### config.mk
export PLATFORM = sky130hd
export DESIGN_NAME = sgd_bus_sequencer
export DESIGN_NICKNAME = d
export VERILOG_FILES = /design/src/sgd_pkg.sv /design/src/sgd_mbox_if.sv /design/src/sgd_timing.sv /design/src/sgd_mailbox.sv /design/src/sgd_bus_sequencer.sv
export VERILOG_INCLUDE_DIRS = /design/src
export SDC_FILE = /design/constraint.sdc
export NUM_CORES = 1
export LEC_CHECK = 0
export BUFFER_PORTS_ARGS = -buffer_cell sky130_fd_sc_hd__buf_2
export CAP_MARGIN = 40
export CORE_ASPECT_RATIO = 1.4
export CORE_MARGIN = 2
export CORE_UTILIZATION = 45
export CTS_CLUSTER_SIZE = 24
export DETAILED_ROUTE_END_ITERATION = 10
export GPL_TIMING_DRIVEN = 0
export PLACE_DENSITY = 0.71
export SLEW_MARGIN = 20
export SYNTH_ARGS = -nofsm -noshare
export SYNTH_HDL_FRONTEND = slang
export SYNTH_SLANG_ARGS = --single-unit
### constraint.sdc
create_clock -name ref_clk -period 5.1 [get_ports ref_clk]
set_input_delay 0.255 -clock ref_clk [delete_from_list [all_inputs] [get_ports ref_clk]]
set_output_delay 0.255 -clock ref_clk [all_outputs]
set_load 0.005 [all_outputs]
### src/sgd_cfg.svh
`ifndef SGD_CFG_SVH
`define SGD_CFG_SVH
`define SGD_WIN_DIV       4
`define SGD_VIS_WINDOWS   40
`define SGD_LINE_WINDOWS  56
`define SGD_FRAME_LINES   312
`define SGD_VIS_LINES_A   250
`define SGD_VIS_LINES_B   210
`define SGD_WIN_TV_LINES  10
`define SGD_WIN_DOTS      8
`define SGD_CODE_CHAR     8:0
`define SGD_CODE_ATTR     15:9
`define SGD_CODE_TYPE     15:12
`define SGD_ATTR_RGB      2:0
`define SGD_ATTR_BOX      3
`define SGD_TYPE_EXT      3
`define SGD_ADR_SECOND    0
`define SGD_ADR_CMD       1
`define SGD_BUSY_BIT      7
`define SGD_OP            6:4
`define SGD_OP_CURSOR     3'h0
`define SGD_OP_MODE       3'h1
`define SGD_OP_XFER       3'h2
`define SGD_XMODE         3:2
`define SGD_HI            1:0
`define SGD_MODE_ON       0
`define SGD_MODE_ROLL     1
`define SGD_MODE_SHORT    2
`define SGD_MODE_SIZE     4:3
`define SGD_SIZE_2        2'h1
`define SGD_SIZE_4        2'h2
`define SGD_ADR_EXT       4
`define SGD_MODE_RESET    8'h01
`endif

### src/sgd_pkg.sv
package sgd_pkg;
  typedef logic [1:0] sgd_dots_t;
  typedef enum logic [1:0] {SGD_XF_PM_WR, SGD_XF_PM_RD, SGD_XF_CG_WR, SGD_XF_CG_RD} sgd_xfer_e;
  typedef enum logic {SGD_A_IDLE, SGD_A_XFER} sgd_acc_e;
endpackage

### src/sgd_mbox_if.sv
`timescale 1ns/1ps
interface sgd_mbox_if;
  logic [7:0] first;
  logic [7:0] second;
  logic       cmd_pend;
  logic       data_pend;
  logic       take;
  logic       load;
  logic [7:0] load_first;
  logic [7:0] load_second;
  logic       rd_mode;
  modport box (output first, second, cmd_pend, data_pend, input take, load, load_first, load_second, rd_mode);
  modport ctl (input first, second, cmd_pend, data_pend, output take, load, load_first, load_second, rd_mode);
endinterface

### src/sgd_timing.sv
`timescale 1ns/1ps
`include "sgd_cfg.svh"
module sgd_timing #(
  parameter int LINE_WIN    = `SGD_LINE_WINDOWS,
  parameter int FRAME_LINES = `SGD_FRAME_LINES
) (
  input  wire logic       ref_clk,
  input  wire logic       rst,
  input  wire logic       short_frame,
  output logic [1:0]      phase,
  output logic [5:0]      col,
  output logic [8:0]      line,
  output logic [3:0]      slice,
  output logic            disp_win,
  output logic            line_end,
  output logic            frame_start
);
  import sgd_pkg::*;
  logic       win_end;
  logic [8:0] vis_lines;

  assign win_end     = phase == 2'(`SGD_WIN_DIV - 1);
  assign line_end    = win_end && col == 6'(LINE_WIN - 1);
  assign frame_start = line_end && line == 9'(FRAME_LINES - 1);
  assign vis_lines   = short_frame ? 9'(`SGD_VIS_LINES_B) : 9'(`SGD_VIS_LINES_A);
  assign disp_win    = col < 6'(`SGD_VIS_WINDOWS) && line < vis_lines;

  always_ff @(posedge ref_clk) begin
    if (rst) phase <= 2'h0;
    else if (win_end) phase <= 2'h0;
    else phase <= phase + 2'h1;
  end

  always_ff @(posedge ref_clk) begin
    if (rst || line_end) col <= 6'h0;
    else if (win_end) col <= col + 6'h1;
  end

  always_ff @(posedge ref_clk) begin
    if (rst || frame_start) begin
      line  <= 9'h0;
      slice <= 4'h0;
    end else if (line_end) begin
      line  <= line + 9'h1;
      slice <= (slice == 4'(`SGD_WIN_TV_LINES - 1)) ? 4'h0 : slice + 4'h1;
    end
  end

  AST_WIN_DIV: assert property (@(posedge ref_clk) disable iff (rst)
    phase == 2'h0 |-> ##1 phase == 2'h1 ##1 phase == 2'h2 ##1 phase == 2'h3 ##1 phase == 2'h0)
    else $error("window is not four clocks");
  AST_GRANT: assert property (@(posedge ref_clk) disable iff (rst)
    disp_win |-> col < 6'(`SGD_VIS_WINDOWS) && line < 9'(`SGD_VIS_LINES_A))
    else $error("display grant outside visible area");
  AST_SLICE_RANGE: assert property (@(posedge ref_clk) disable iff (rst)
    slice <= 4'(`SGD_WIN_TV_LINES - 1))
    else $error("slice number out of range");
  AST_GRANT_SHORT: assert property (@(posedge ref_clk) disable iff (rst)
    short_frame && disp_win |-> line < 9'(`SGD_VIS_LINES_B))
    else $error("display grant outside visible area");
endmodule // sgd_timing

### src/sgd_mailbox.sv
`timescale 1ns/1ps
`include "sgd_cfg.svh"
module sgd_mailbox (
  input  wire logic       ref_clk,
  input  wire logic       rst,
  input  wire logic [1:0] host_addr,
  input  wire logic [7:0] host_wdata,
  input  wire logic       host_wr,
  input  wire logic       host_rd,
  output logic [7:0]      host_rdata,
  sgd_mbox_if.box         mb
);
  import sgd_pkg::*;
  logic armed;
  logic sel_second;
  logic sel_cmd;
  logic set_cmd;
  logic set_data;

  assign sel_second = host_addr[`SGD_ADR_SECOND];
  assign sel_cmd    = host_addr[`SGD_ADR_CMD];
  assign set_cmd    = host_wr && sel_second && sel_cmd && armed;
  assign set_data   = !sel_cmd && sel_second && (mb.rd_mode ? host_rd : host_wr);

  always_ff @(posedge ref_clk) begin
    if (rst) begin
      mb.first  <= 8'h00;
      mb.second <= 8'h00;
    end else if (mb.load) begin
      mb.first  <= mb.load_first;
      mb.second <= mb.load_second;
    end else if (host_wr && !sel_second) mb.first <= host_wdata;
    else if (host_wr) mb.second <= host_wdata;
  end

  always_ff @(posedge ref_clk) begin
    if (rst) armed <= 1'b0;
    else if (host_wr) armed <= !sel_second && sel_cmd;
  end

  // set wins over the device's clear
  always_ff @(posedge ref_clk) begin
    if (rst) begin
      mb.cmd_pend  <= 1'b0;
      mb.data_pend <= 1'b0;
    end else begin
      if (set_cmd) mb.cmd_pend <= 1'b1;
      else if (mb.take) mb.cmd_pend <= 1'b0;
      if (set_data) mb.data_pend <= 1'b1;
      else if (mb.take) mb.data_pend <= 1'b0;
    end
  end

  always_ff @(posedge ref_clk) begin
    if (rst || !host_rd) host_rdata <= 8'h00;
    else if (sel_cmd && !sel_second)
      host_rdata <= {mb.cmd_pend | mb.data_pend, mb.first[`SGD_BUSY_BIT-1:0]};
    else host_rdata <= sel_second ? mb.second : mb.first;
  end

  AST_BUSY_SET: assert property (@(posedge ref_clk) disable iff (rst)
    set_cmd ##1 host_rd && host_addr == 2'h2 |=> host_rdata[7])
    else $error("busy not seen after command pair");
endmodule // sgd_mailbox

### src/sgd_bus_sequencer.sv
// How it works
// - window rate is clock divided by four; line and frame divide further
// - display owns bus 40 windows per line, 250 or 210 lines
// - access automaton owns bus at all other times
// - a window is ten tv lines by eight dots
// - a character spans one, two or four windows
// - two read cycles in every displayable window
// - first read fetches window code; latch attribute and character type
// - nine-bit character code goes into the character code registers
// - window address increments after the code fetch of a character's last window
// - second read drives slice number 0..9 and reads eight dots
// - after slice read, red, green, blue and boxing are delivered
// - first then second mailbox write with command select makes command pending
// - access automaton reads pending command once it owns the bus
// - commands: cursor, display mode, or transfer mode
// - data words move through the mailbox per current transfer mode
// - busy shows in msb of first mailbox register under command select
// - all traffic uses one sixteen-bit bus mastered by this block
// - page memory and glyph strobes never active together
// - address carries slice on low four bits, external select on fifth
// - read/write line low for write, high for read
//
// Decided for this implementation: the plain strobed port and the address map.
`timescale 1ns/1ps
`include "sgd_cfg.svh"
module sgd_bus_sequencer #(
  parameter int LINE_WIN    = `SGD_LINE_WINDOWS,
  parameter int FRAME_LINES = `SGD_FRAME_LINES
) (
  input  wire logic        ref_clk,
  input  wire logic        rst,
  input  wire logic [1:0]  host_addr,
  input  wire logic [7:0]  host_wdata,
  input  wire logic        host_wr,
  input  wire logic        host_rd,
  output logic [7:0]       host_rdata,
  output logic [9:0]       bus_addr,
  input  wire logic [15:0] bus_din,
  output logic [15:0]      bus_dout,
  output logic             bus_dout_oe_n,
  output logic             page_mem_strobe_n,
  output logic             glyph_gen_strobe_n,
  output logic             internal_rw,
  output logic [8:0]       char_code_regs,
  output sgd_pkg::sgd_dots_t red,
  output sgd_pkg::sgd_dots_t green,
  output sgd_pkg::sgd_dots_t blue,
  output logic             boxing
);
  import sgd_pkg::*;

  sgd_mbox_if mb ();

  logic [1:0]  phase;
  logic [5:0]  col;
  logic [8:0]  line;
  logic [3:0]  slice;
  logic        disp_win;
  logic        line_end;
  logic        frame_start;
  logic [7:0]  mode;
  logic [9:0]  cursor;
  logic [9:0]  win_addr;
  logic [9:0]  row_base;
  logic [9:0]  roll_base;
  logic [9:0]  fetch_addr;
  logic [6:0]  attr;
  logic [3:0]  ctype;
  logic [1:0]  sub;
  logic [1:0]  sub_last;
  logic [7:0]  shifter;
  logic [2:0]  colour;
  logic        box_q;
  logic        vid_on;
  logic        code_cap;
  logic        slice_cap;
  sgd_acc_e    acc_state;
  sgd_xfer_e   xmode;
  logic [9:0]  xfer_addr;
  logic        xf_write;
  logic        xf_glyph;
  logic        cmd_take;
  logic        xf_done;
  logic [2:0]  opcode;
  logic [9:0]  cmd_val;

  sgd_timing #(
    .LINE_WIN    (LINE_WIN),
    .FRAME_LINES (FRAME_LINES)
  ) u_timing (
    .ref_clk     (ref_clk),
    .rst         (rst),
    .short_frame (mode[`SGD_MODE_SHORT]),
    .phase       (phase),
    .col         (col),
    .line        (line),
    .slice       (slice),
    .disp_win    (disp_win),
    .line_end    (line_end),
    .frame_start (frame_start)
  );

  sgd_mailbox u_mailbox (
    .ref_clk    (ref_clk),
    .rst        (rst),
    .host_addr  (host_addr),
    .host_wdata (host_wdata),
    .host_wr    (host_wr),
    .host_rd    (host_rd),
    .host_rdata (host_rdata),
    .mb         (mb.box)
  );

  // widened dots for characters spanning two or four windows
  function automatic logic [7:0] widen(input logic [7:0] s, input logic [1:0] sz, input logic [1:0] k);
    logic [3:0] nib;
    logic [1:0] pr;
    nib = k[0] ? s[3:0] : s[7:4];
    pr  = 2'(s >> (3'h6 - {k, 1'b0}));
    if (sz == `SGD_SIZE_2) widen = {{2{nib[3]}}, {2{nib[2]}}, {2{nib[1]}}, {2{nib[0]}}};
    else if (sz == `SGD_SIZE_4) widen = {{4{pr[1]}}, {4{pr[0]}}};
    else widen = s;
  endfunction

  assign sub_last  = (mode[`SGD_MODE_SIZE] == `SGD_SIZE_2) ? 2'h1 :
                     (mode[`SGD_MODE_SIZE] == `SGD_SIZE_4) ? 2'h3 : 2'h0;
  assign code_cap  = disp_win && phase == 2'h1;
  assign slice_cap = disp_win && phase == 2'h3;

  // internal bus drive; display windows and access cycles never overlap
  always_comb begin
    bus_addr           = 10'h000;
    page_mem_strobe_n  = 1'b1;
    glyph_gen_strobe_n = 1'b1;
    internal_rw        = 1'b1;
    bus_dout_oe_n      = 1'b1;
    if (disp_win) begin
      if (!phase[1]) begin
        bus_addr          = win_addr;
        page_mem_strobe_n = phase != 2'h1;
      end else begin
        bus_addr                = {5'h00, ctype[`SGD_TYPE_EXT], slice};
        glyph_gen_strobe_n      = phase != 2'h3;
      end
    end else if (acc_state == SGD_A_XFER) begin
      bus_addr           = xfer_addr;
      internal_rw        = !xf_write;
      bus_dout_oe_n      = !xf_write;
      page_mem_strobe_n  = !(phase == 2'h1 && !xf_glyph);
      glyph_gen_strobe_n = !(phase == 2'h1 && xf_glyph);
    end
  end

  // window code fetch
  always_ff @(posedge ref_clk) begin
    if (rst) begin
      attr           <= 7'h00;
      ctype          <= 4'h0;
      char_code_regs <= 9'h000;
      fetch_addr     <= 10'h000;
    end else if (code_cap) begin
      attr           <= bus_din[`SGD_CODE_ATTR];
      ctype          <= bus_din[`SGD_CODE_TYPE];
      char_code_regs <= bus_din[`SGD_CODE_CHAR];
      fetch_addr     <= win_addr;
    end
  end

  // window addressing: each row is re-read for all ten tv lines
  always_ff @(posedge ref_clk) begin
    if (rst) begin
      win_addr  <= 10'h000;
      row_base  <= 10'h000;
      roll_base <= 10'h000;
    end else if (frame_start) begin
      roll_base <= mode[`SGD_MODE_ROLL] ? roll_base + 10'(`SGD_VIS_WINDOWS) : roll_base;
      row_base  <= mode[`SGD_MODE_ROLL] ? roll_base + 10'(`SGD_VIS_WINDOWS) : roll_base;
      win_addr  <= mode[`SGD_MODE_ROLL] ? roll_base + 10'(`SGD_VIS_WINDOWS) : roll_base;
    end else if (line_end) begin
      if (slice == 4'(`SGD_WIN_TV_LINES - 1)) row_base <= win_addr;
      else win_addr <= row_base;
    end else if (code_cap && sub == sub_last) begin
      win_addr <= win_addr + 10'h001;
    end
  end

  always_ff @(posedge ref_clk) begin
    if (rst || line_end) sub <= 2'h0;
    else if (slice_cap) sub <= (sub == sub_last) ? 2'h0 : sub + 2'h1;
  end

  // slice read and video shifter, two dots per clock
  always_ff @(posedge ref_clk) begin
    if (rst) begin
      shifter <= 8'h00;
      colour  <= 3'h0;
      box_q   <= 1'b0;
      vid_on  <= 1'b0;
    end else if (slice_cap) begin
      shifter <= widen(bus_din[`SGD_WIN_DOTS-1:0], mode[`SGD_MODE_SIZE], sub);
      colour  <= attr[`SGD_ATTR_RGB];
      box_q   <= attr[`SGD_ATTR_BOX] || fetch_addr == cursor;
      vid_on  <= mode[`SGD_MODE_ON];
    end else begin
      shifter <= {shifter[5:0], 2'b00};
      if (phase == 2'h3) vid_on <= 1'b0;
    end
  end

  always_ff @(posedge ref_clk) begin
    if (rst) begin
      red    <= 2'b00;
      green  <= 2'b00;
      blue   <= 2'b00;
      boxing <= 1'b0;
    end else begin
      red    <= shifter[7:6] & {2{vid_on && colour[2]}};
      green  <= shifter[7:6] & {2{vid_on && colour[1]}};
      blue   <= shifter[7:6] & {2{vid_on && colour[0]}};
      boxing <= vid_on && box_q;
    end
  end

  // access automaton
  assign opcode   = mb.first[`SGD_OP];
  assign cmd_val  = {mb.first[`SGD_HI], mb.second};
  assign xf_write = xmode == SGD_XF_PM_WR || xmode == SGD_XF_CG_WR;
  assign xf_glyph = xmode == SGD_XF_CG_WR || xmode == SGD_XF_CG_RD;
  assign cmd_take = !disp_win && acc_state == SGD_A_IDLE && mb.cmd_pend;
  assign xf_done  = acc_state == SGD_A_XFER && phase == 2'h1;
  assign mb.take  = cmd_take || xf_done;
  assign mb.load  = xf_done && !xf_write;
  assign mb.load_first  = xf_glyph ? mb.first : bus_din[15:8];
  assign mb.load_second = bus_din[7:0];
  assign mb.rd_mode     = !xf_write;

  always_ff @(posedge ref_clk) begin
    if (rst) begin
      mode   <= `SGD_MODE_RESET;
      cursor <= 10'h000;
      xmode  <= SGD_XF_PM_WR;
    end else if (cmd_take) begin
      case (opcode)
        `SGD_OP_CURSOR: cursor <= cmd_val;
        `SGD_OP_MODE:   mode <= mb.second;
        `SGD_OP_XFER:   xmode <= sgd_xfer_e'(mb.first[`SGD_XMODE]);
        default:        mode <= mode;
      endcase
    end
  end

  always_ff @(posedge ref_clk) begin
    if (rst) begin
      acc_state <= SGD_A_IDLE;
      xfer_addr <= 10'h000;
      bus_dout  <= 16'h0000;
    end else begin
      case (acc_state)
        SGD_A_IDLE: begin
          if (cmd_take && opcode == `SGD_OP_XFER) xfer_addr <= cmd_val;
          else if (!disp_win && !mb.cmd_pend && mb.data_pend && phase == 2'h0) begin
            acc_state <= SGD_A_XFER;
            bus_dout  <= {mb.first, mb.second};
          end
        end
        SGD_A_XFER: begin
          if (xf_done) begin
            acc_state <= SGD_A_IDLE;
            xfer_addr <= xfer_addr + 10'h001;
          end
        end
        default: acc_state <= SGD_A_IDLE;
      endcase
    end
  end

  AST_STROBE_EXCL: assert property (@(posedge ref_clk) disable iff (rst)
    !(!page_mem_strobe_n && !glyph_gen_strobe_n))
    else $error("both memory strobes active");
  AST_TWO_READS: assert property (@(posedge ref_clk) disable iff (rst)
    disp_win && phase == 2'h0 |-> ##1 !page_mem_strobe_n && internal_rw ##2 !glyph_gen_strobe_n && internal_rw)
    else $error("display window lacks two reads");
  AST_ACCESS_OWN: assert property (@(posedge ref_clk) disable iff (rst)
    !disp_win && (!page_mem_strobe_n || !glyph_gen_strobe_n) |-> acc_state == SGD_A_XFER && phase == 2'h1)
    else $error("strobe outside display with no access cycle");
  AST_CODE_LATCH: assert property (@(posedge ref_clk) disable iff (rst)
    code_cap |=> char_code_regs == $past(bus_din[8:0]) && attr == $past(bus_din[15:9]))
    else $error("window code not latched");
  AST_ADDR_INC: assert property (@(posedge ref_clk) disable iff (rst)
    code_cap && sub == sub_last && !line_end |=> win_addr == $past(win_addr) + 10'h001)
    else $error("window address not advanced");
  AST_SLICE_ADDR: assert property (@(posedge ref_clk) disable iff (rst)
    disp_win && !glyph_gen_strobe_n |-> bus_addr[3:0] == slice && slice <= 4'd9 && bus_addr[9:5] == 5'h00)
    else $error("slice address wrong");
  AST_RW_WRITE: assert property (@(posedge ref_clk) disable iff (rst)
    !bus_dout_oe_n |-> !internal_rw && !disp_win)
    else $error("data driven without write");
  AST_VIDEO: assert property (@(posedge ref_clk) disable iff (rst)
    slice_cap && mode[0] && attr[2] && bus_din[7:6] == 2'b11 && mode[4:3] == 2'h0 |-> ##2 red == 2'b11)
    else $error("video not delivered after slice");
  AST_CMD_SERVICE: assert property (@(posedge ref_clk) disable iff (rst)
    mb.cmd_pend && !disp_win && acc_state == SGD_A_IDLE |-> mb.take)
    else $error("pending command not fetched");
  AST_XFER_WRITE: assert property (@(posedge ref_clk) disable iff (rst)
    acc_state == SGD_A_XFER && xf_write |-> !bus_dout_oe_n && !internal_rw && bus_addr == xfer_addr)
    else $error("write transfer not driven");
  AST_XFER_LOAD: assert property (@(posedge ref_clk) disable iff (rst)
    xf_done && !xf_write && !xf_glyph |=> mb.first == 8'($past(bus_din) >> 8))
    else $error("read transfer not loaded into mailbox");
  AST_DISP_RW: assert property (@(posedge ref_clk) disable iff (rst)
    disp_win |-> internal_rw && bus_dout_oe_n)
    else $error("display window not a read");
  AST_ACCESS_WIN: assert property (@(posedge ref_clk) disable iff (rst)
    acc_state == SGD_A_XFER |-> !disp_win)
    else $error("access transfer inside display window");
  AST_MODE_SET: assert property (@(posedge ref_clk) disable iff (rst)
    cmd_take && opcode == `SGD_OP_MODE |=> mode == $past(mb.second))
    else $error("mode command not applied");
  AST_CURSOR_SET: assert property (@(posedge ref_clk) disable iff (rst)
    cmd_take && opcode == `SGD_OP_CURSOR |=> cursor == $past(cmd_val))
    else $error("cursor command not applied");
  AST_SIZE_GROUP: assert property (@(posedge ref_clk) disable iff (rst)
    slice_cap && sub == sub_last && !line_end |=> sub == 2'h0)
    else $error("character group not restarted");
  AST_TYPE_LATCH: assert property (@(posedge ref_clk) disable iff (rst)
    code_cap |=> ctype == 4'($past(bus_din) >> 12))
    else $error("character type not latched");
  AST_VIDEO_BLANK: assert property (@(posedge ref_clk) disable iff (rst)
    !vid_on |=> red == 2'b00 && green == 2'b00 && blue == 2'b00 && !boxing)
    else $error("video shown while blanked");
endmodule // sgd_bus_sequencer

==> metrics.txt, run 1 <==
# TYPE chip_impl_metric gauge
chip_impl_metric{name="wirelength_met1",unit="um"} 9130
chip_impl_metric{name="combinationalPowerShare",unit="%"} 6.6
chip_impl_metric{name="detail_route.drc_violations",unit=""} 0
chip_impl_metric{name="vdd_ir_drop_max",unit="mV"} 0.218
chip_impl_metric{name="setup_viol",unit=""} 0
chip_impl_metric{name="finalCriticalPeriod",unit="ns"} 3.35
chip_impl_metric{name="fin_ws",unit="ns"} 1.75
chip_impl_metric{name="synth-edff-count",unit=""} 0
chip_impl_metric{name="dr_total_vias",unit=""} 7203
chip_impl_metric{name="core_region_area",unit="um2"} 17300
chip_impl_metric{name="synth.avg_cell_area",unit="um2"} 8.49
chip_impl_metric{name="critical_path.n_buffers_inverters",unit=""} 5
chip_impl_info{name="hold_path.class",value="in -> reg"} 1
chip_impl_metric{name="timing_worst_slew_pin_value",unit="ns"} 0.916
chip_impl_metric{name="p_int",unit="mW"} 2.27
chip_impl_metric{name="critical_path_required",unit="ns"} 4.85
chip_impl_metric{name="critical_path.max_stage_delay",unit="ns"} 0.54
chip_impl_info{name="layout_common_cells",value="165 x sky130_fd_sc_hd__dfxtp_1, 132 x sky130_fd_sc_hd__nand2_1, 111 x sky130_fd_sc_hd__nor2_1"} 1
chip_impl_info{name="timing.critical_path.max_delay_family",value="buffers and inverters"} 1
chip_impl_metric{name="grt_start_max_net_pins",unit=""} 17
chip_impl_metric{name="critical_path_arrival",unit="ns"} 3.10
chip_impl_metric{name="post_layout_nonfiller_instances",unit=""} 1280
chip_impl_metric{name="worst_slew_margin_rel",unit="%"} 38.9
chip_impl_metric{name="io_buffer_count",unit=""} 83
chip_impl_metric{name="final_ant_viol_nets",unit=""} 0
chip_impl_metric{name="yosys_register_bits",unit=""} 165
chip_impl_metric{name="setup-tns-final",unit="ns"} 0
chip_impl_metric{name="number_of_global_route_vias_before_repair",unit=""} 6771
chip_impl_metric{name="netlist_area",unit="um2"} 7880
chip_impl_info{name="cts_tree",value="yes"} 1
chip_impl_metric{name="total_count_of_hold_check_failures_in_the_final_report",unit=""} 0
chip_impl_metric{name="place.detailed.instances",unit=""} 1248
chip_impl_metric{name="route.met2.wl",unit="um"} 12000
chip_impl_info{name="top_signal_layer_used",value="met4"} 1
chip_impl_metric{name="final-max-slew-violation-count",unit=""} 0
chip_impl_metric{name="swShare",unit="%"} 23.9
chip_impl_metric{name="synth_top_area_share",unit="%"} 41.9
chip_impl_metric{name="clock_sinks",unit=""} 165
chip_impl_metric{name="drt-wirelength-per-cell",unit="um"} 18.5
chip_impl_metric{name="nNetsFinal",unit=""} 1075
chip_impl_metric{name="timing.hold.ws",unit="ns"} 0.0877
chip_impl_info{name="crit_type",value="reg -> out"} 1
chip_impl_metric{name="maxCapViolations",unit=""} 0
chip_impl_metric{name="buffer_depth_of_the_longest_clock_path",unit=""} 2
chip_impl_info{name="run_status",value="completed"} 1
chip_impl_metric{name="cts_inserted_buffers",unit=""} 17
chip_impl_metric{name="cts_resized",unit=""} 0
chip_impl_info{name="setup.worst_path.start_class",value="flop"} 1
chip_impl_metric{name="yosysWarnings",unit=""} 0
chip_impl_metric{name="initialDrtViolationCount",unit=""} 365
chip_impl_metric{name="starting_density_of_the_core",unit="%"} 45.6
chip_impl_metric{name="p_seq_share",unit="%"} 45.2
chip_impl_metric{name="grt_pass1_wl",unit="um"} 36900
chip_impl_metric{name="yosysSeqAreaShare",unit="%"} 41.9
chip_impl_info{name="cts_root_buf",value="sky130_fd_sc_hd__clkbuf_16"} 1
chip_impl_metric{name="die_area",unit="um2"} 18600
chip_impl_metric{name="vias_per_cell",unit=""} 5.63
chip_impl_metric{name="insertedDiodeCount",unit=""} 0
chip_impl_metric{name="place_worst_setup_slack",unit="ns"} 2.03
chip_impl_metric{name="post-dp-hpwl",unit="um"} 17600
chip_impl_metric{name="drive_gt1_share",unit="%"} 14.7
chip_impl_metric{name="setup_skew_after_layout",unit="ns"} 0.00857
chip_impl_info{name="mostFrequentLayoutCell",value="sky130_fd_sc_hd__dfxtp_1"} 1
chip_impl_metric{name="powerDensity",unit="nW/um2"} 323
chip_impl_metric{name="dr.pass1.iters",unit=""} 5
chip_impl_metric{name="clkTransAtPathRegs",unit="ns"} 0.06
chip_impl_metric{name="placementRows",unit=""} 57
chip_impl_info{name="worst_setup_path_end_kind",value="primary output"} 1
chip_impl_metric{name="synthDistinctLibCells",unit=""} 65
chip_impl_metric{name="netlist_instances",unit=""} 928
chip_impl_metric{name="die_height",unit="um"} 161
chip_impl_metric{name="clockPowerShare",unit="%"} 48.3
chip_impl_info{name="critical_path.cell_chain",value="clkbuf_1, inv_1, ha_1, and2_1, clkbuf_1, clkbuf_1, nand2_1, nor2_1, a21oi_1, buf_2"} 1
chip_impl_metric{name="syn_to_final_growth",unit="%"} 17.5
chip_impl_metric{name="place.gp.congestion",unit=""} 0.913
chip_impl_info{name="yosysTopAreaCell",value="sky130_fd_sc_hd__dfxtp_1"} 1
chip_impl_metric{name="post_cts.repair.setup_buffers",unit=""} 0
chip_impl_metric{name="syn-num-nets",unit=""} 972
chip_impl_metric{name="cts_hold_buf",unit=""} 0
chip_impl_metric{name="timing.fmax",unit="MHz"} 298
chip_impl_metric{name="static-leakage-power",unit="nW"} 3.46
chip_impl_metric{name="pin_count",unit=""} 84
chip_impl_metric{name="clk-insertion-delay-late",unit="ns"} 0.44
chip_impl_info{name="crit_path_frequent_cell",value="sky130_fd_sc_hd__clkbuf_1"} 1
chip_impl_info{name="rsz0062_at_grt",value="false"} 1
chip_impl_info{name="synth-main-ff-cell",value="sky130_fd_sc_hd__dfxtp_1"} 1
chip_impl_metric{name="antenna_violations_before_repair",unit=""} 0
chip_impl_metric{name="final_clock_period_utilization_by_the_worst_path",unit="%"} 65.7
chip_impl_metric{name="die_w",unit="um"} 116
chip_impl_metric{name="route.final.wire_length",unit="um"} 23600
chip_impl_info{name="synthTopCellsByArea",value="sky130_fd_sc_hd__dfxtp_1 42%, sky130_fd_sc_hd__mux2i_1 6.5%, sky130_fd_sc_hd__nand2_1 6.3%"} 1
chip_impl_metric{name="netSwitchingPower",unit="uW"} 712
chip_impl_metric{name="grt_overflow_total",unit=""} 0
chip_impl_metric{name="asyncSetResetFlopFracSynth",unit="%"} 0
chip_impl_metric{name="ctsHtreeMaxLevel",unit=""} 4
chip_impl_metric{name="dr_wl_met3",unit="um"} 956
chip_impl_metric{name="critical_path_peak_fanout",unit=""} 10
chip_impl_info{name="cpMaxStageDelayCell",value="sky130_fd_sc_hd__clkbuf_1"} 1
chip_impl_metric{name="groute.usage.overall",unit="%"} 26.0
## layer usage
layer / GRT usage (%) / vias up
met4: 16.6 / 0
met3: 4.45 / 75
met2: 45.1 / 221
met1: 29.0 / 3422
li1: - / 3485
met5: 0 / -
## power by group through the flow
stage	Sequential [mW]	Clock, mW	Combinational, mW
5_1_grt	1.35	1.51	0.214
3_3_place_gp	1.38	0	0.190
4_1_cts	1.35	1.46	0.193
2_1_floorplan	1.36	0	0.116
3_5_place_dp	1.38	0	0.192
6_report	1.35	1.44	0.196
## sequential cells by signal (all words and copies together), names as in the netlist, 3 cells and up
signal	cells
bus_dout	16
cursor	10
fetch_addr	10
row_base	10
win_addr	10
xfer_addr	10
char_code_regs	9
u_timing.line	9
shifter	8
u_mailbox.host_rdata	8
u_mailbox.mb.first	8
u_mailbox.mb.second	8
roll_base	7
u_timing.col	6
mode	5
u_timing.slice	4
attr	3
colour	3
## cells in the mapped netlist, drive strengths merged, types with 3 or more instances
master   count
a21oi       63
inv         11
a2bb2oi      3
xor2        16
nand4        9
or4          3
o311ai       4
nand3b       3
and2         4
a22oi        5
nor2b        8
a311oi      16
nor2       111
clkbuf      50
xnor2       23
ha          14
o32ai        7
nand2      132
a221oi       3
nor3b        3
mux2        10
a31oi        8
nand2b      20
nor4         3
o211ai      12
or2          3
mux2i       51
or3          6
buf         14
and4b        3
a211o        4
a211oi      11
and3        14
and4         3
nand4b       5
nor3        31
o21ai       20
nand3       36
dfxtp      165
## stage by stage
stage / utilization (%) / power (mW) / area [um2]
2_1_floorplan: - / 1.48 / 7880
3_3_place_gp: 49.8 / 1.57 / 8590
3_5_place_dp: 49.8 / 1.57 / 8590
4_1_cts: 53.6 / 3.00 / 9250
5_1_grt: 53.6 / 3.07 / 9250
6_report: 53.6 / 2.99 / 9250
## area by class of cell
type | instances | area [um2]
plain buffers | 65 | 290
clock buffers | 18 | 439
clock inverters | 14 | 220
fillers | 1696 | 8010
inverters | 11 | 41.3
multi-input cells | 687 | 4240
flip-flops and latches | 165 | 3300
well taps | 236 | 295
repair buffers | 84 | 420
## path summary, 6_finish.rpt
check	slack [ns]	end	from	cells after the start
worst min register to register	0.45	char_code_regs[5]$_SDFFE_PP0P_	char_code_regs[5]$_SDFFE_PP0P_	2
worst min-delay path	0.09	ctype[3]$_SDFFE_PP0P_	bus_din[15]	3
worst max register to register	1.97	u_mailbox.mb.first[6]$_SDFFE_PP0P_	u_timing.phase[1]$_SDFF_PP0_	10
worst max-delay path	1.75	glyph_gen_strobe_n	u_timing.phase[1]$_SDFF_PP0_	10
## worst reg2reg max path: stages, from the launching register on
cell and delay [ns]:
sky130_fd_sc_hd__dfxtp_1 0.35, sky130_fd_sc_hd__clkbuf_1 0.32, sky130_fd_sc_hd__inv_1 0.26, sky130_fd_sc_hd__ha_1 0.34, sky130_fd_sc_hd__and2_1 0.20, sky130_fd_sc_hd__clkbuf_1 0.16, sky130_fd_sc_hd__nand2_1 0.26, sky130_fd_sc_hd__mux2i_1 0.53
sky130_fd_sc_hd__buf_2 0.32, sky130_fd_sc_hd__nor2_1 0.06, sky130_fd_sc_hd__a311oi_1 0.24
## kinds of logic (layout without fill, tap and decap cells)
kind of cell | count (synthesis) | count (layout) | synth area share [%]
AOI/OAI and AO/OA | 167 | 167 | 14.6
xor gates and xnor gates | 39 | 39 | 4.34
adders and majority gates | 14 | 14 | 2.22
buffers and inverters | 76 | 192 | 4.21
DFF | 165 | 165 | 41.9
muxes | 63 | 63 | 8.48
and+or+nand+nor | 404 | 404 | 24.2
Note: power is estimated with default switching activity, not from simulation.
==> inputs of run 2 (changes only) <==
--- a/config.mk
+++ b/config.mk
@@ -14,7 +14,7 @@
 export CTS_CLUSTER_SIZE = 24
 export DETAILED_ROUTE_END_ITERATION = 10
 export GPL_TIMING_DRIVEN = 0
-export PLACE_DENSITY = 0.71
+export PLACE_DENSITY = 0.73
 export SLEW_MARGIN = 20
 export SYNTH_ARGS = -nofsm -noshare
 export SYNTH_HDL_FRONTEND = slang
==> constraint.sdc (replaced) <==
create_clock -name ref_clk -period 2.8 [get_ports ref_clk]
set_input_delay 0.14 -clock ref_clk [delete_from_list [all_inputs] [get_ports ref_clk]]
set_output_delay 0.14 -clock ref_clk [all_outputs]
set_load 0.005 [all_outputs]
==> metrics.txt, run 2 (synthesized netlist as in run 1, its figures left out) <==
# TYPE chip_impl_metric gauge
chip_impl_info{name="run_status",value="completed"} 1
chip_impl_metric{name="final-max-slew-violation-count",unit=""} 0
chip_impl_info{name="cts_root_buf",value="sky130_fd_sc_hd__clkbuf_16"} 1
chip_impl_metric{name="cts_inserted_buffers",unit=""} 17
chip_impl_metric{name="critical_path.n_buffers_inverters",unit=""} 5
chip_impl_metric{name="grt_overflow_total",unit=""} 0
chip_impl_metric{name="timing.hold.ws",unit="ns"} 0.00421
chip_impl_metric{name="clkTransAtPathRegs",unit="ns"} 0.07
chip_impl_info{name="mostFrequentLayoutCell",value="sky130_fd_sc_hd__dfxtp_1"} 1
chip_impl_metric{name="final_ant_viol_nets",unit=""} 0
chip_impl_metric{name="total_count_of_hold_check_failures_in_the_final_report",unit=""} 0
chip_impl_metric{name="timing_worst_slew_pin_value",unit="ns"} 0.871
chip_impl_metric{name="dr_total_vias",unit=""} 7238
chip_impl_metric{name="fillCellCount",unit=""} 1656
chip_impl_metric{name="dr.pass1.iters",unit=""} 5
chip_impl_metric{name="clock_sinks",unit=""} 165
chip_impl_metric{name="place.gp.congestion",unit=""} 0.930
chip_impl_metric{name="die_w",unit="um"} 116
chip_impl_metric{name="finalCriticalPeriod",unit="ns"} 2.68
chip_impl_metric{name="core_region_area",unit="um2"} 17300
chip_impl_metric{name="buffer_depth_of_the_longest_clock_path",unit=""} 2
chip_impl_info{name="cts_tree",value="yes"} 1
chip_impl_info{name="largest-register",value="bus_dout"} 1
chip_impl_metric{name="vias_per_cell",unit=""} 5.60
chip_impl_metric{name="critical_path_peak_fanout",unit=""} 10
chip_impl_metric{name="io_buffer_count",unit=""} 83
chip_impl_metric{name="drt-wirelength-per-cell",unit="um"} 18.0
chip_impl_metric{name="critical_path_required",unit="ns"} 2.66
chip_impl_metric{name="detail_route.drc_violations",unit=""} 0
chip_impl_metric{name="static-leakage-power",unit="nW"} 3.49
chip_impl_metric{name="starting_density_of_the_core",unit="%"} 45.6
chip_impl_metric{name="number_of_global_route_vias_before_repair",unit=""} 6988
chip_impl_info{name="worst_setup_path_end_kind",value="primary output"} 1
chip_impl_metric{name="setup_viol",unit=""} 0
chip_impl_metric{name="final_clock_period_utilization_by_the_worst_path",unit="%"} 95.9
chip_impl_metric{name="die_height",unit="um"} 161
chip_impl_metric{name="vdd_ir_drop_max",unit="mV"} 0.320
chip_impl_metric{name="initialDrtViolationCount",unit=""} 512
chip_impl_metric{name="powerDensity",unit="nW/um2"} 558
chip_impl_metric{name="drive_gt1_share",unit="%"} 15.5
chip_impl_metric{name="grt_pass1_wl",unit="um"} 36400
chip_impl_metric{name="placementRows",unit=""} 57
chip_impl_metric{name="syn_to_final_growth",unit="%"} 18.7
chip_impl_metric{name="critical_path_arrival",unit="ns"} 2.54
chip_impl_info{name="timing.critical_path.max_delay_family",value="buffers and inverters"} 1
chip_impl_metric{name="clk-insertion-delay-late",unit="ns"} 0.43
chip_impl_metric{name="post-dp-hpwl",unit="um"} 17000
chip_impl_metric{name="die_area",unit="um2"} 18600
chip_impl_info{name="hold_path.class",value="in -> reg"} 1
chip_impl_info{name="setup.worst_path.start_class",value="flop"} 1
chip_impl_metric{name="route.final.wire_length",unit="um"} 23300
chip_impl_metric{name="antenna_violations_before_repair",unit=""} 0
chip_impl_metric{name="largest_reg_flops",unit=""} 16
chip_impl_metric{name="grt_start_max_net_pins",unit=""} 17
chip_impl_metric{name="nNetsFinal",unit=""} 1087
chip_impl_metric{name="groute.usage.overall",unit="%"} 25.1
chip_impl_metric{name="worst_slew_margin_rel",unit="%"} 41.9
chip_impl_metric{name="pin_count",unit=""} 84
chip_impl_info{name="crit_type",value="reg -> out"} 1
chip_impl_metric{name="setup_skew_after_layout",unit="ns"} 0.0106
chip_impl_metric{name="insertedDiodeCount",unit=""} 0
chip_impl_info{name="critical_path.cell_chain",value="clkbuf_2, inv_1, ha_2, and2_1, clkbuf_1, clkbuf_4, nand2_1, nor2_1, a21oi_1, buf_2"} 1
chip_impl_metric{name="ctsHtreeMaxLevel",unit=""} 4
chip_impl_metric{name="critical_path.max_stage_delay",unit="ns"} 0.35
chip_impl_info{name="cpMaxStageDelayCell",value="sky130_fd_sc_hd__ha_2"} 1
chip_impl_info{name="layout_common_cells",value="165 x sky130_fd_sc_hd__dfxtp_1, 131 x sky130_fd_sc_hd__nand2_1, 110 x sky130_fd_sc_hd__nor2_1"} 1
chip_impl_metric{name="post-layout-total-power",unit="mW"} 5.22
chip_impl_metric{name="timing.fmax",unit="MHz"} 372
chip_impl_metric{name="maxCapViolations",unit=""} 0
run 2: stage by stage:
step	area, um2	setup TNS, ns	instances	worst slack, ns	util [%]
after floorplan	7880	0	928	0.392	-
after global placement	8590	-0.865	1247	-0.196	49.8
after detailed placement	8590	-1.32	1248	-0.255	49.8
after CTS	9330	0	1292	0.0375	54.1
after global routing	9350	-0.0288	1292	-0.0149	54.2
final	9350	0	1292	0.115	54.2
run 2: layout make-up:
| type | instances | area, um2 | area share, % |
|---|---|---|---|
| clock inverters | 14 | 165 | 1.77 |
| inverters | 11 | 41.3 | 0.442 |
| flip-flops and latches | 165 | 3300 | 35.3 |
| clock buffers | 18 | 429 | 4.59 |
| multi-input cells | 687 | 4270 | 45.7 |
| well taps | 236 | 295 | 3.16 |
| plain buffers | 64 | 295 | 3.16 |
| repair buffers | 97 | 548 | 5.86 |
run 2: worst register-to-register path, cell delays in order, from the launching register on:
cell and delay, ns:
sky130_fd_sc_hd__dfxtp_1 0.44, sky130_fd_sc_hd__ha_1 0.18, sky130_fd_sc_hd__buf_2 0.24, sky130_fd_sc_hd__and3_1 0.23, sky130_fd_sc_hd__nand4b_1 0.47, sky130_fd_sc_hd__nor2_1 0.28, sky130_fd_sc_hd__or2_2 0.14, sky130_fd_sc_hd__clkbuf_1 0.20
sky130_fd_sc_hd__buf_2 0.27, sky130_fd_sc_hd__nor2_1 0.08
run 2: worst paths after layout:
check                                      start                                 end  slack [ns]  cells after the start
hold / removal                     host_wdata[2]  u_mailbox.mb.first[2]$_SDFFE_PP0P_       0.004                      3
hold reg to reg   char_code_regs[1]$_SDFFE_PP0P_      char_code_regs[1]$_SDFFE_PP0P_        0.45                      2
setup reg to reg    u_timing.phase[0]$_SDFF_PP0_       u_timing.line[7]$_SDFFE_PP0P_        0.16                      9
setup / recovery    u_timing.phase[1]$_SDFF_PP0_                  glyph_gen_strobe_n        0.12                     10
run 2: per-layer routing:
metal	track usage [%]	up-vias	wire length, um
met5	0	-	0
met4	15.5	0	1460
met3	3.21	93	1100
met1	28.5	3365	9070
li1	-	3503	-
met2	44.0	277	11600
run 2: timing repair:
item | 4_1_cts | 5_1_grt
gates resized for setup | 7 | 12
hold endpoints to repair | 13 | 0
pin swaps | 0 | 1
buffers inserted | 0 | 1
setup endpoints to repair | 19 | 46
hold buffers | 12 | 0
run 2: power by group:
part	switching [mW]	leakage, nW	internal, mW
clock network	1.05	0.295	1.34
logic	0.234	1.85	0.136
registers	0.0600	1.33	2.40
total	1.34	3.49	3.88
